`src/debug_read_pkg.sv`:
```
// Constants shared by the debug enclave read block: register map, fields, codes.
// Assumes a 32-bit AHB-Lite bus with word-aligned register offsets.
`default_nettype none

package debug_read_pkg;

   // Register byte offsets.
   localparam logic [7:0] OFS_RESULT     = 8'h00;
   localparam logic [7:0] OFS_ADDR_LO    = 8'h04;
   localparam logic [7:0] OFS_ADDR_HI    = 8'h08;
   localparam logic [7:0] OFS_CTRL       = 8'h0c;
   localparam logic [7:0] OFS_GO         = 8'h10;
   localparam logic [7:0] OFS_DATA_LO    = 8'h14;
   localparam logic [7:0] OFS_DATA_HI    = 8'h18;
   localparam logic [7:0] OFS_FLAGS      = 8'h1c;
   localparam logic [7:0] OFS_FAULT      = 8'h20;
   localparam logic [7:0] OFS_FADDR_LO   = 8'h24;
   localparam logic [7:0] OFS_FADDR_HI   = 8'h28;
   localparam logic [7:0] OFS_MAP_IDX    = 8'h2c;
   localparam logic [7:0] OFS_MAP_ENTRY  = 8'h30;

   // Control register fields.
   localparam int CTRL_LMA   = 0;
   localparam int CTRL_CSL   = 1;
   localparam int CTRL_PRIV  = 2;
   localparam int CTRL_SEG   = 4;
   localparam int CTRL_CONF  = 5;
   localparam logic [5:0] CTRL_RESET = 6'h00;

   // Flag bit positions in the flags register.
   localparam int FLG_CF = 0;
   localparam int FLG_PF = 2;
   localparam int FLG_AF = 4;
   localparam int FLG_ZERO = 6;
   localparam int FLG_SF = 7;
   localparam int FLG_OF = 11;
   localparam logic [31:0] FLAGS_RESET = 32'h0000_0002;
   localparam logic [31:0] FLAGS_CLR   = 32'h0000_08d5;

   // Fault register fields.
   localparam int FLT_GP = 0;
   localparam int FLT_PF = 1;

   // Page map entry fields.
   localparam int ENT_VALID = 0;
   localparam int ENT_TYPE  = 1;
   localparam int ENT_PEND  = 4;
   localparam int ENT_MOD   = 5;
   localparam int ENT_DEBUG = 6;
   localparam int ENT_PERM  = 7;
   localparam int ENT_W     = 10;

   // Protected page cache placement: eight 4 KiB pages.
   localparam int         PAGES      = 8;
   localparam int         IDX_W      = 3;
   localparam logic [63:0] CACHE_BASE = 64'h0000_0000_8000_0000;
   localparam int         VA_BITS    = 48;

   // Codes.
   localparam logic [31:0] LEAF_DEBUG_READ           = 32'h0000_0004;
   localparam logic [31:0] PAGE_NOT_DEBUGGABLE_ERROR = 32'h0000_000e;
   localparam logic [11:0] THREAD_STRUCTURE_SIZE_LIMIT = 12'h100;
   localparam logic [63:0] LOW3_MASK = 64'h0000_0000_0000_0007;

   typedef enum logic [2:0]
   {
      REGULAR_PAGE_TYPE            = 3'b000,
      THREAD_PAGE_TYPE             = 3'b001,
      VERSION_ARRAY_PAGE_TYPE      = 3'b010,
      CONTROL_PAGE_TYPE            = 3'b011,
      TRIM_PAGE_TYPE               = 3'b100,
      SHADOW_STACK_FIRST_PAGE_TYPE = 3'b101,
      SHADOW_STACK_REST_PAGE_TYPE  = 3'b110
   } page_type_t;

   typedef enum logic [1:0]
   {
      ST_IDLE  = 2'b00,
      ST_CHECK = 2'b01,
      ST_FETCH = 2'b10
   } state_t;

endpackage : debug_read_pkg

`default_nettype wire

```
`src/debug_enclave_read_leaf.sv`:
```
// Debug enclave read leaf: checks a source address against the page cache map and
// returns one word from an external memory port. Registers sit on AHB-Lite.
// Assumes one AHB-Lite master, single word transfers, and a same-clock memory port.
//
// Functional notes
// (RQ1) The read runs only when the function code written is 04H.
// (RQ2) Eight bytes land in data in wide mode, else only the low four.
// (RQ3) Wide mode holds only when long-mode-active and code-segment long are both 1.
// (RQ4) Misalignment (8 bytes wide, 4 otherwise) gives a protection fault first.
// (RQ5) Address outside the page cache gives a page fault reporting it.
// (RQ6) A concurrent modifier of the same map entry gives a protection fault.
// (RQ7) An invalid map entry gives a page fault reporting the address.
// (RQ8) Only regular, thread, version-array and shadow-stack types; others page fault.
// (RQ9) Pending or modified page: zero flag set, error code, no data moved.
// (RQ10) Thread page offset at or beyond the size limit gives protection fault.
// (RQ11) Regular or thread page of a non-debug owner gives protection fault.
// (RQ12) Passing regular or thread read copies the memory word at mode width.
// (RQ13) Other types: low three bits cleared, nonzero returns all ones, else zero.
// (RQ14) Success writes zero to the result and clears the zero flag.
// (RQ15) Every non-faulting completion clears carry, parity, aux, overflow, sign.
// (RQ16) Read, write and execute permissions in the entry are never checked.
// (RQ17) Any operand segment violation gives a protection fault.
// (RQ18) Non-canonical address in wide mode gives a protection fault.
// (RQ19) Regular or thread pages of non-debug enclaves fault and their data never returns.
// (RQ20) Privilege level above zero gives a protection fault.
`default_nettype none

module debug_enclave_read_leaf
   import debug_read_pkg::*;
(
   input  wire logic        CLK,
   input  wire logic        RST,
   input  wire logic        HSEL,
   input  wire logic [31:0] HADDR,
   input  wire logic [1:0]  HTRANS,
   input  wire logic        HWRITE,
   input  wire logic [2:0]  HSIZE,
   input  wire logic [31:0] HWDATA,
   input  wire logic        HREADY,
   output logic      [31:0] HRDATA,
   output logic             HREADYOUT,
   output logic             HRESP,
   output logic             MEM_REQ,
   output logic      [63:0] MEM_ADDR,
   input  wire logic        MEM_ACK,
   input  wire logic [63:0] MEM_RDATA,
   output logic             OP_DONE
);

   // Bus phase tracking.
   logic                    wr_pend_r;
   logic                    rd_pend_r;
   logic [7:0]              bus_addr_r;
   logic [31:0]             hrdata_r;
   logic                    hready_r;

   // Software visible state.
   logic [31:0]             result_r;
   logic [63:0]             addr_r;
   logic [5:0]              ctrl_r;
   logic [63:0]             data_r;
   logic [31:0]             flags_r;
   logic [1:0]              fault_r;
   logic [63:0]             faddr_r;
   logic [IDX_W-1:0]        map_idx_r;
   logic [ENT_W-1:0]        map_mem [PAGES];

   // Operation state.
   state_t                  state_r;
   logic                    mode64_r;
   logic                    mem_req_r;
   logic                    op_done_r;

   function automatic logic is_reg_or_thread(input logic [2:0] t);
      is_reg_or_thread = (t == REGULAR_PAGE_TYPE) || (t == THREAD_PAGE_TYPE);
   endfunction : is_reg_or_thread

   function automatic logic type_accepted(input logic [2:0] t);
      type_accepted = is_reg_or_thread(t) || (t == VERSION_ARRAY_PAGE_TYPE) ||
                      (t == SHADOW_STACK_FIRST_PAGE_TYPE) ||
                      (t == SHADOW_STACK_REST_PAGE_TYPE);
   endfunction : type_accepted

   // Address phase decode.
   wire             addr_phase = HSEL && HREADY && HTRANS[1];
   wire             wr_go      = wr_pend_r && (bus_addr_r == OFS_GO) && HWDATA[0];
   wire             wr_result  = wr_pend_r && (bus_addr_r == OFS_RESULT);
   wire             wr_flags   = wr_pend_r && (bus_addr_r == OFS_FLAGS);
   wire             wr_map     = wr_pend_r && (bus_addr_r == OFS_MAP_ENTRY);
   wire             busy       = (state_r != ST_IDLE);

   // Mode select and the start condition.
   wire             mode64_now = ctrl_r[CTRL_LMA] && ctrl_r[CTRL_CSL];  // RQ3
   wire             start      = wr_go && !busy && (result_r == LEAF_DEBUG_READ);  // RQ1

   // Check decode for the latched source address.
   wire [ENT_W-1:0] entry      = map_mem[addr_r[IDX_W+11:12]];
   wire [2:0]       ent_type   = entry[ENT_TYPE +: 3];
   wire             in_cache   = (addr_r[63:IDX_W+12] == CACHE_BASE[63:IDX_W+12]);
   wire             misaligned = mode64_r ? (addr_r[2:0] != 3'h0) : (addr_r[1:0] != 2'h0);
   wire             noncanon   = mode64_r &&
                                 (addr_r[63:VA_BITS-1] != {(65-VA_BITS){addr_r[VA_BITS-1]}});
   wire             priv_bad   = (ctrl_r[CTRL_PRIV +: 2] != 2'h0);
   wire             pre_gp     = priv_bad || ctrl_r[CTRL_SEG] || noncanon || misaligned;
   wire             pend_mod   = entry[ENT_PEND] || entry[ENT_MOD];
   wire             over_limit = (ent_type == THREAD_PAGE_TYPE) &&
                                 (addr_r[11:0] >= THREAD_STRUCTURE_SIZE_LIMIT);
   wire             no_debug   = is_reg_or_thread(ent_type) && !entry[ENT_DEBUG];

   // Ordered outcome of the checking cycle; permission bits never take part.  RQ16
   wire             chk_gp_a   = pre_gp;                                  // RQ4 RQ17 RQ18 RQ20
   wire             chk_pf_a   = !chk_gp_a && !in_cache;                  // RQ5
   wire             chk_gp_b   = !chk_gp_a && in_cache && ctrl_r[CTRL_CONF];  // RQ6
   wire             pass_conf  = !chk_gp_a && in_cache && !ctrl_r[CTRL_CONF];
   wire             chk_pf_b   = pass_conf && (!entry[ENT_VALID] || !type_accepted(ent_type));
   wire             pass_type  = pass_conf && entry[ENT_VALID] && type_accepted(ent_type);
   wire             chk_nodbg  = pass_type && pend_mod;                   // RQ9
   wire             chk_gp_c   = pass_type && !pend_mod && (over_limit || no_debug);  // RQ10 RQ11
   wire             chk_fetch  = pass_type && !pend_mod && !over_limit && !no_debug;
   wire             chk_gp     = chk_gp_a || chk_gp_b || chk_gp_c;
   wire             chk_pf     = chk_pf_a || chk_pf_b;                    // RQ7 RQ8

   // Data returned when the memory answers.
   wire             fetch_done = (state_r == ST_FETCH) && MEM_ACK;
   wire [63:0]      masked     = MEM_RDATA & ~LOW3_MASK;
   wire [63:0]      summary    = (masked != 64'h0) ? {64{1'b1}} : 64'h0;  // RQ13
   wire [63:0]      word       = is_reg_or_thread(ent_type) ? MEM_RDATA : summary;  // RQ12
   wire [63:0]      data_nxt   = mode64_r ? word : {data_r[63:32], word[31:0]};  // RQ2

   // Read selection.
   wire [31:0]      rd_mux =
      (bus_addr_r == OFS_RESULT)    ? result_r :
      (bus_addr_r == OFS_ADDR_LO)   ? addr_r[31:0] :
      (bus_addr_r == OFS_ADDR_HI)   ? addr_r[63:32] :
      (bus_addr_r == OFS_CTRL)      ? {26'h0, ctrl_r} :
      (bus_addr_r == OFS_GO)        ? {31'h0, busy} :
      (bus_addr_r == OFS_DATA_LO)   ? data_r[31:0] :
      (bus_addr_r == OFS_DATA_HI)   ? data_r[63:32] :
      (bus_addr_r == OFS_FLAGS)     ? flags_r :
      (bus_addr_r == OFS_FAULT)     ? {30'h0, fault_r} :
      (bus_addr_r == OFS_FADDR_LO)  ? faddr_r[31:0] :
      (bus_addr_r == OFS_FADDR_HI)  ? faddr_r[63:32] :
      (bus_addr_r == OFS_MAP_IDX)   ? {{(32-IDX_W){1'b0}}, map_idx_r} :
      (bus_addr_r == OFS_MAP_ENTRY) ? {{(32-ENT_W){1'b0}}, map_mem[map_idx_r]} :
      32'h0;

   // Bus slave: writes take no wait state, reads take one.
   always_ff @(posedge CLK or posedge RST)
   begin
      if (RST)
      begin
         wr_pend_r  <= 1'b0;
         rd_pend_r  <= 1'b0;
         bus_addr_r <= 8'h00;
         hrdata_r   <= 32'h0;
         hready_r   <= 1'b1;
      end
      else
      begin
         wr_pend_r <= addr_phase && HWRITE;
         rd_pend_r <= addr_phase && !HWRITE;
         hready_r  <= !(addr_phase && !HWRITE);
         if (addr_phase)
         begin
            bus_addr_r <= {HADDR[7:2], 2'b00};
         end
         if (rd_pend_r)
         begin
            hrdata_r <= rd_mux;
         end
      end
   end

   // Software registers; bus writes are ignored while an operation is busy.
   always_ff @(posedge CLK or posedge RST)
   begin
      if (RST)
      begin
         addr_r    <= 64'h0;
         ctrl_r    <= CTRL_RESET;
         map_idx_r <= '0;
      end
      else if (wr_pend_r && !busy)
      begin
         if (bus_addr_r == OFS_ADDR_LO)
         begin
            addr_r[31:0] <= HWDATA;
         end
         if (bus_addr_r == OFS_ADDR_HI)
         begin
            addr_r[63:32] <= HWDATA;
         end
         if (bus_addr_r == OFS_CTRL)
         begin
            ctrl_r <= HWDATA[5:0];
         end
         if (bus_addr_r == OFS_MAP_IDX)
         begin
            map_idx_r <= HWDATA[IDX_W-1:0];
         end
      end
   end

   always_ff @(posedge CLK or posedge RST)
   begin
      if (RST)
      begin
         for (int i = 0; i < PAGES; i++)
         begin
            map_mem[i] <= '0;
         end
      end
      else if (wr_map && !busy)
      begin
         map_mem[map_idx_r] <= HWDATA[ENT_W-1:0];
      end
   end

   // Operation sequencer.
   always_ff @(posedge CLK or posedge RST)
   begin
      if (RST)
      begin
         state_r   <= ST_IDLE;
         mode64_r  <= 1'b0;
         mem_req_r <= 1'b0;
         op_done_r <= 1'b0;
         result_r  <= 32'h0;
         data_r    <= 64'h0;
         flags_r   <= FLAGS_RESET;
         fault_r   <= 2'b00;
         faddr_r   <= 64'h0;
      end
      else
      begin
         op_done_r <= 1'b0;
         if (wr_result && !busy)
         begin
            result_r <= HWDATA;
         end
         if (wr_flags && !busy)
         begin
            flags_r <= HWDATA;
         end
         case (state_r)
            ST_IDLE:
            begin
               if (start)
               begin
                  mode64_r <= mode64_now;
                  fault_r  <= 2'b00;
                  state_r  <= ST_CHECK;
               end
            end
            ST_CHECK:
            begin
               if (chk_gp)
               begin
                  fault_r[FLT_GP] <= 1'b1;
                  op_done_r       <= 1'b1;
                  state_r         <= ST_IDLE;
               end
               else if (chk_pf)
               begin
                  fault_r[FLT_PF] <= 1'b1;
                  faddr_r         <= addr_r;
                  op_done_r       <= 1'b1;
                  state_r         <= ST_IDLE;
               end
               else if (chk_nodbg)
               begin
                  result_r  <= PAGE_NOT_DEBUGGABLE_ERROR;        // RQ9
                  flags_r   <= (flags_r & ~FLAGS_CLR) | (32'h1 << FLG_ZERO);  // RQ15
                  op_done_r <= 1'b1;
                  state_r   <= ST_IDLE;
               end
               else if (chk_fetch)
               begin
                  mem_req_r <= 1'b1;
                  state_r   <= ST_FETCH;
               end
               else
               begin
                  state_r <= ST_IDLE;
               end
            end
            ST_FETCH:
            begin
               if (MEM_ACK)
               begin
                  mem_req_r <= 1'b0;
                  data_r    <= data_nxt;                        // RQ12 RQ19
                  result_r  <= 32'h0;                           // RQ14
                  flags_r   <= flags_r & ~FLAGS_CLR;            // RQ14 RQ15
                  op_done_r <= 1'b1;
                  state_r   <= ST_IDLE;
               end
            end
            default:
            begin
               state_r <= ST_IDLE;
            end
         endcase
      end
   end

   assign HRDATA    = hrdata_r;
   assign HREADYOUT = hready_r;
   assign HRESP     = 1'b0;
   assign MEM_REQ   = mem_req_r;
   assign MEM_ADDR  = addr_r;
   assign OP_DONE   = op_done_r;

   AST_ALIGN_GP: assert property (@(posedge CLK) disable iff (RST) // RQ4
      (state_r == ST_CHECK) && mode64_r && (addr_r[2:0] != 3'h0)
      |=> fault_r[FLT_GP] && !fault_r[FLT_PF] && OP_DONE)
      else $error("Misaligned wide read did not raise a protection fault.");

   AST_PRIV_GP: assert property (@(posedge CLK) disable iff (RST) // RQ20
      (state_r == ST_CHECK) && priv_bad |=> fault_r[FLT_GP] && (state_r == ST_IDLE))
      else $error("Nonzero privilege level did not fault.");

   AST_OUTSIDE_PF: assert property (@(posedge CLK) disable iff (RST) // RQ5
      (state_r == ST_CHECK) && !pre_gp && !in_cache
      |=> fault_r[FLT_PF] && (faddr_r == $past(addr_r)))
      else $error("Address outside the page cache did not page fault with its address.");

   AST_NOT_DEBUGGABLE: assert property (@(posedge CLK) disable iff (RST) // RQ9
      (state_r == ST_CHECK) && chk_nodbg
      |=> flags_r[FLG_ZERO] && (result_r == PAGE_NOT_DEBUGGABLE_ERROR) && !MEM_REQ
          && $stable(data_r))
      else $error("Pending or modified page was not reported as not debuggable.");

   AST_NODEBUG_GP: assert property (@(posedge CLK) disable iff (RST) // RQ11
      (state_r == ST_CHECK) && pass_type && !pend_mod && no_debug
      |=> fault_r[FLT_GP] ##1 !MEM_REQ)
      else $error("Non-debug owner did not raise a protection fault.");

   AST_SUCCESS: assert property (@(posedge CLK) disable iff (RST) // RQ14
      fetch_done |=> (result_r == 32'h0) && !flags_r[FLG_ZERO] && OP_DONE)
      else $error("Successful read did not clear result and zero flag.");

   AST_FLAGS_CLEARED: assert property (@(posedge CLK) disable iff (RST) // RQ15
      OP_DONE && (fault_r == 2'b00) |-> ((flags_r & FLAGS_CLR & ~(32'h1 << FLG_ZERO)) == 32'h0))
      else $error("Completion left arithmetic flags set.");

   AST_VA_SUMMARY: assert property (@(posedge CLK) disable iff (RST) // RQ13
      fetch_done && mode64_r && !is_reg_or_thread(ent_type)
      |=> (data_r == (($past(MEM_RDATA) & ~LOW3_MASK) != 64'h0 ? {64{1'b1}} : 64'h0)))
      else $error("Version array summary value is wrong.");

   AST_NARROW_KEEPS_HIGH: assert property (@(posedge CLK) disable iff (RST) // RQ2
      fetch_done && !mode64_r
      |=> (data_r[63:32] == $past(data_r[63:32])) && (data_r[31:0] == $past(word[31:0])))
      else $error("Narrow read touched the upper data half.");

   AST_WIDE_COPY: assert property (@(posedge CLK) disable iff (RST) // RQ12
      fetch_done && mode64_r && is_reg_or_thread(ent_type) |=> data_r == $past(MEM_RDATA))
      else $error("Wide read did not copy the memory word.");

   AST_FAULT_NO_DATA: assert property (@(posedge CLK) disable iff (RST) // RQ19
      (state_r == ST_CHECK) && (chk_gp || chk_pf) |=> $stable(data_r) && !MEM_REQ)
      else $error("Faulting read changed the data register.");

   AST_INVALID_PF: assert property (@(posedge CLK) disable iff (RST) // RQ7
      (state_r == ST_CHECK) && pass_conf && !entry[ENT_VALID]
      |=> fault_r[FLT_PF] && (faddr_r == $past(addr_r)) && OP_DONE)
      else $error("Invalid map entry did not page fault with its address.");

   AST_TYPE_PF: assert property (@(posedge CLK) disable iff (RST) // RQ8
      (state_r == ST_CHECK) && pass_conf && entry[ENT_VALID] && !type_accepted(ent_type)
      |=> fault_r[FLT_PF] && !fault_r[FLT_GP] && !MEM_REQ)
      else $error("Refused page type did not page fault.");

   AST_LIMIT_GP: assert property (@(posedge CLK) disable iff (RST) // RQ10
      (state_r == ST_CHECK) && pass_type && !pend_mod && over_limit
      |=> fault_r[FLT_GP] && OP_DONE && !MEM_REQ)
      else $error("Thread page offset beyond the size limit did not fault.");

endmodule : debug_enclave_read_leaf

`default_nettype wire

```
`config.mk`:
```
export PLATFORM = sky130hd
export DESIGN_NAME = debug_enclave_read_leaf
export DESIGN_NICKNAME = d
export VERILOG_FILES = /design/src/debug_read_pkg.sv /design/src/debug_enclave_read_leaf.sv
export SDC_FILE = /design/constraint.sdc
export NUM_CORES = 1
export LEC_CHECK = 0
export CORE_ASPECT_RATIO = 1.75
export CORE_MARGIN = 10
export CORE_UTILIZATION = 41
export CTS_CLUSTER_DIAMETER = 30
export DETAILED_ROUTE_END_ITERATION = 8
export DONT_BUFFER_PORTS = 1
export HOLD_SLACK_MARGIN = 0.02
export PLACE_DENSITY = 0.67
export SLEW_MARGIN = 20
export SYNTH_ARGS = -nofsm -noshare
export SYNTH_HDL_FRONTEND = slang
export SYNTH_SLANG_ARGS = --single-unit
```
`constraint.sdc`:
```
create_clock -name CLK -period 16.25 [get_ports CLK]
set_clock_uncertainty 0.15 [all_clocks]
set_input_delay 1.625 -clock CLK [delete_from_list [all_inputs] [get_ports CLK]]
set_output_delay 1.625 -clock CLK [all_outputs]
set_load 0.01 [all_outputs]
```
==> out/metrics.yaml <==
floorplan:
  core-area_um2: 45200
  chipHeight_um: 303
  die_w_um: 182
  fp-row-count: 103
  fp.dieArea_um2: 55000
  initial_core_util_pct: 41.4
  io_pins: 239
grt:
  grt_pass1_vias: 15000
  use_met3_pct: 4.52
  grt_pass1_wl_mm: 97.2
  use_met2_pct: 40.6
  global_route.usage.met1_pct: 23.2
  grt_max_degree: 185
  overflow: 0
  grt.total_usage_pct: 23.0
  top_usage_layer: "met2"
  antenna_found_initial: 0
cts:
  cts_made_buffers: 53
  clk_latency_ns: 0.59
  cts_tree: "yes"
  cts.sinks: 393
  cts_resized: 0
  cts_buffer_depth: 3
  root_buffer: "clkbuf_16"
  hold_buffers: 0
  cts-htree-levels: 2
  postCtsSetupRepairBufs: 0
  clk_pin_slew_ns: 0.06
placement:
  hpwl_mm: 45.7
  gp_congestion: 0.959
  numPortBuffers: 0
  dp_slack_ns: 12.00
layout:
  fin_nets: 1779
  areaGrowthSynthToFinish_pct: 12.0
  n_antenna_cell: 0
  nFillCells: 4052
  drive_gt1_share_pct: 23.8
drt:
  wl_per_cell_um: 28.9
  routed_wl_mm: 65.2
  drc: 0
  drt.antenna.violating_nets: 0
  via_per_inst: 6.40
  vias: 14400
  dr.pass1.iters: 6
  drt_iter0_drc: 1499
logic_synthesis:
  syn_area_um2: 18700
  synth-adder-area-share_pct: 0.267
  synth_nets: 1827
  ys_ff_latch: 393
  syn_avg_cell_area_um2: 11.1
  yosys_warnings: 0
  synth_top_area_share_pct: 52.2
  ys_types: 60
  synth-main-ff-cell: "dfrtp_1"
  yosys.area_share.simple_pct: 11.1
  synth_top_area_cell: "dfrtp_1"
  synth_area_leaders: "dfrtp_1 (52%), mux2_2 (13%), a21oi_1 (4.5%), mux4_2 (3.4%), a22oi_1 (2.8%)"
  yosysMostFrequentCell: "dfrtp_1"
  synth-compound-area-share_pct: 13.3
  synth_xor_area_share_pct: 0
  synth-edff-count: 0
  async_flop_share_pct: 100
  synth_cells: 1684
  ys_seq_area_share_pct: 52.5
  synth_common_cells: "dfrtp_1 (391), mux2_2 (218), a21oi_1 (168), nor2_1 (104), clkbuf_1 (94)"
  synth_top_family_by_area: "multiplexers"
  synth_mux_area_share_pct: 19.0
worst_setup_path:
  worstPathArrival_ns: 4.62
  crit_buf_inv: 2
  start_kind: "flip-flop"
  path_cells: "clkinv_1 > mux2i_1 > nand3_1 > a21o_1 > a21oi_4 > buf_4 > mux2_2"
  endpoint_kind: "flip-flop"
  cp_max_fo: 52
  cp.required_ns: 16.56
  crit_path_max_incr_delay_ns: 0.78
  rrSetupSlack_ns: 11.94
  path_class: "flip-flop to flip-flop"
  worst_path_max_delay_cell: "dfrtp_1"
  crit_family: "buffers and inverters"
power:
  p_per_area_nw_per_um2: 127
  ir_drop_mv: 0.133
  p_leak_nw: 9.25
sta:
  setup_tns_ns: 0
  relSlewSlack_pct: 25.1
  setup_ws_ns: 11.94
  rsz0062_at_grt: "false"
  setup_viol: 0
  max_freq_mhz: 232
  tightestPinTransition_ns: 1.12
  post-route-period-util_pct: 26.5
  drv_slew: 0
  min_period_ns: 4.31
  hold_viol: 0
job:
  cap_violations: 0
min_path:
  min_path_type: "flip-flop to flip-flop"
outcome:
  status: "completed"
## metal layers
metal | part of all wire (%) | vias up
li1 | - | 6165
met1 | 33 | 7369
met2 | 52 | 680
met3 | 6.4 | 203
met4 | 9.0 | 0
met5 | 0 | -
## cell type report
class / instances / area [µm²] / area share (%)
Timing Repair Buffer: 27 / 215 / 1.02
Inverter: 41 / 161 / 0.769
Tap cell: 577 / 722 / 3.44
Multi-Input combinational cell: 1120 / 8260 / 39.3
Sequential cell: 393 / 9840 / 46.8
Clock inverter: 35 / 363 / 1.73
Clock buffer: 61 / 1440 / 6.85
## where the power goes
| part | switching, mW | internal [mW] | leakage [nW] |
|---|---|---|---|
| sequential | 0.112 | 1.06 | 5.22 |
| clock | 0.483 | 0.699 | 0.874 |
| combinational | 0.198 | 0.109 | 3.16 |
## state kept, by name, indices dropped and copies added, names as in the netlist, 2 cells and up
register,cells
data_r,64
faddr_r,64
ctrl_r,6
HRDATA,32
MEM_ADDR,64
flags_r,32
map_idx_r,3
fault_r,2
result_r,32
state_r,2
map_mem,80
bus_addr_r,6
## stage by stage
step | total power [mW] | hold slack [ns] | utilization [%] | cells | instance area, µm²
floorplan | 1.37 | 0.295 | - | 1684 | 18700
global placement | 1.48 | 0.315 | 42.4 | 2158 | 19200
detailed placement | 1.49 | 0.321 | 42.4 | 2158 | 19200
CTS | 2.67 | 0.334 | 46.4 | 2254 | 21000
global route | 2.75 | 0.366 | 46.4 | 2254 | 21000
finish | 2.66 | 0.329 | 46.4 | 2254 | 21000
## worst paths after layout
check	start	endpoint	cells after the start
max	MEM_ADDR[12]	faddr_r[50]	7
min	data_r[25]	data_r[25]	2
max in group asynchronous	RST	map_mem[35]	2
max reg2reg	MEM_ADDR[12]	faddr_r[50]	7
min in group asynchronous	RST	data_r[57]	1
min reg2reg	data_r[25]	data_r[25]	2
## cells in the final DEF, fill, tap and decap left out, types with 25 or more instances in the layout
cell	instances
nand3_1	62
dfrtp_1	390
a221oi_1	25
inv_1	39
nand2_1	92
mux4_2	28
o21ai_0	65
mux2i_1	39
buf_4	26
clkbuf_16	55
o22ai_1	33
a22oi_1	71
a21oi_1	168
nor4_1	35
mux2_2	218
nor2_1	99
nand4_1	43
## tightest hold or removal path: stages (launching register included)
cell	delay [ns]
dfrtp_1	0.34
nand2_1	0.05
o21ai_0	0.06
## kinds of logic (layout without fill, tap and decap cells)
family                     count (synthesis)  in the layout
AOI/OAI and AO/OA                        404            404
adders and majority gates                  4              4
buffers and inverters                    171            164
DFF                                      393            393
muxes                                    292            292
other                                      1              1
and+or+nand+nor                          419            419
(Power assumes the default switching activity.)
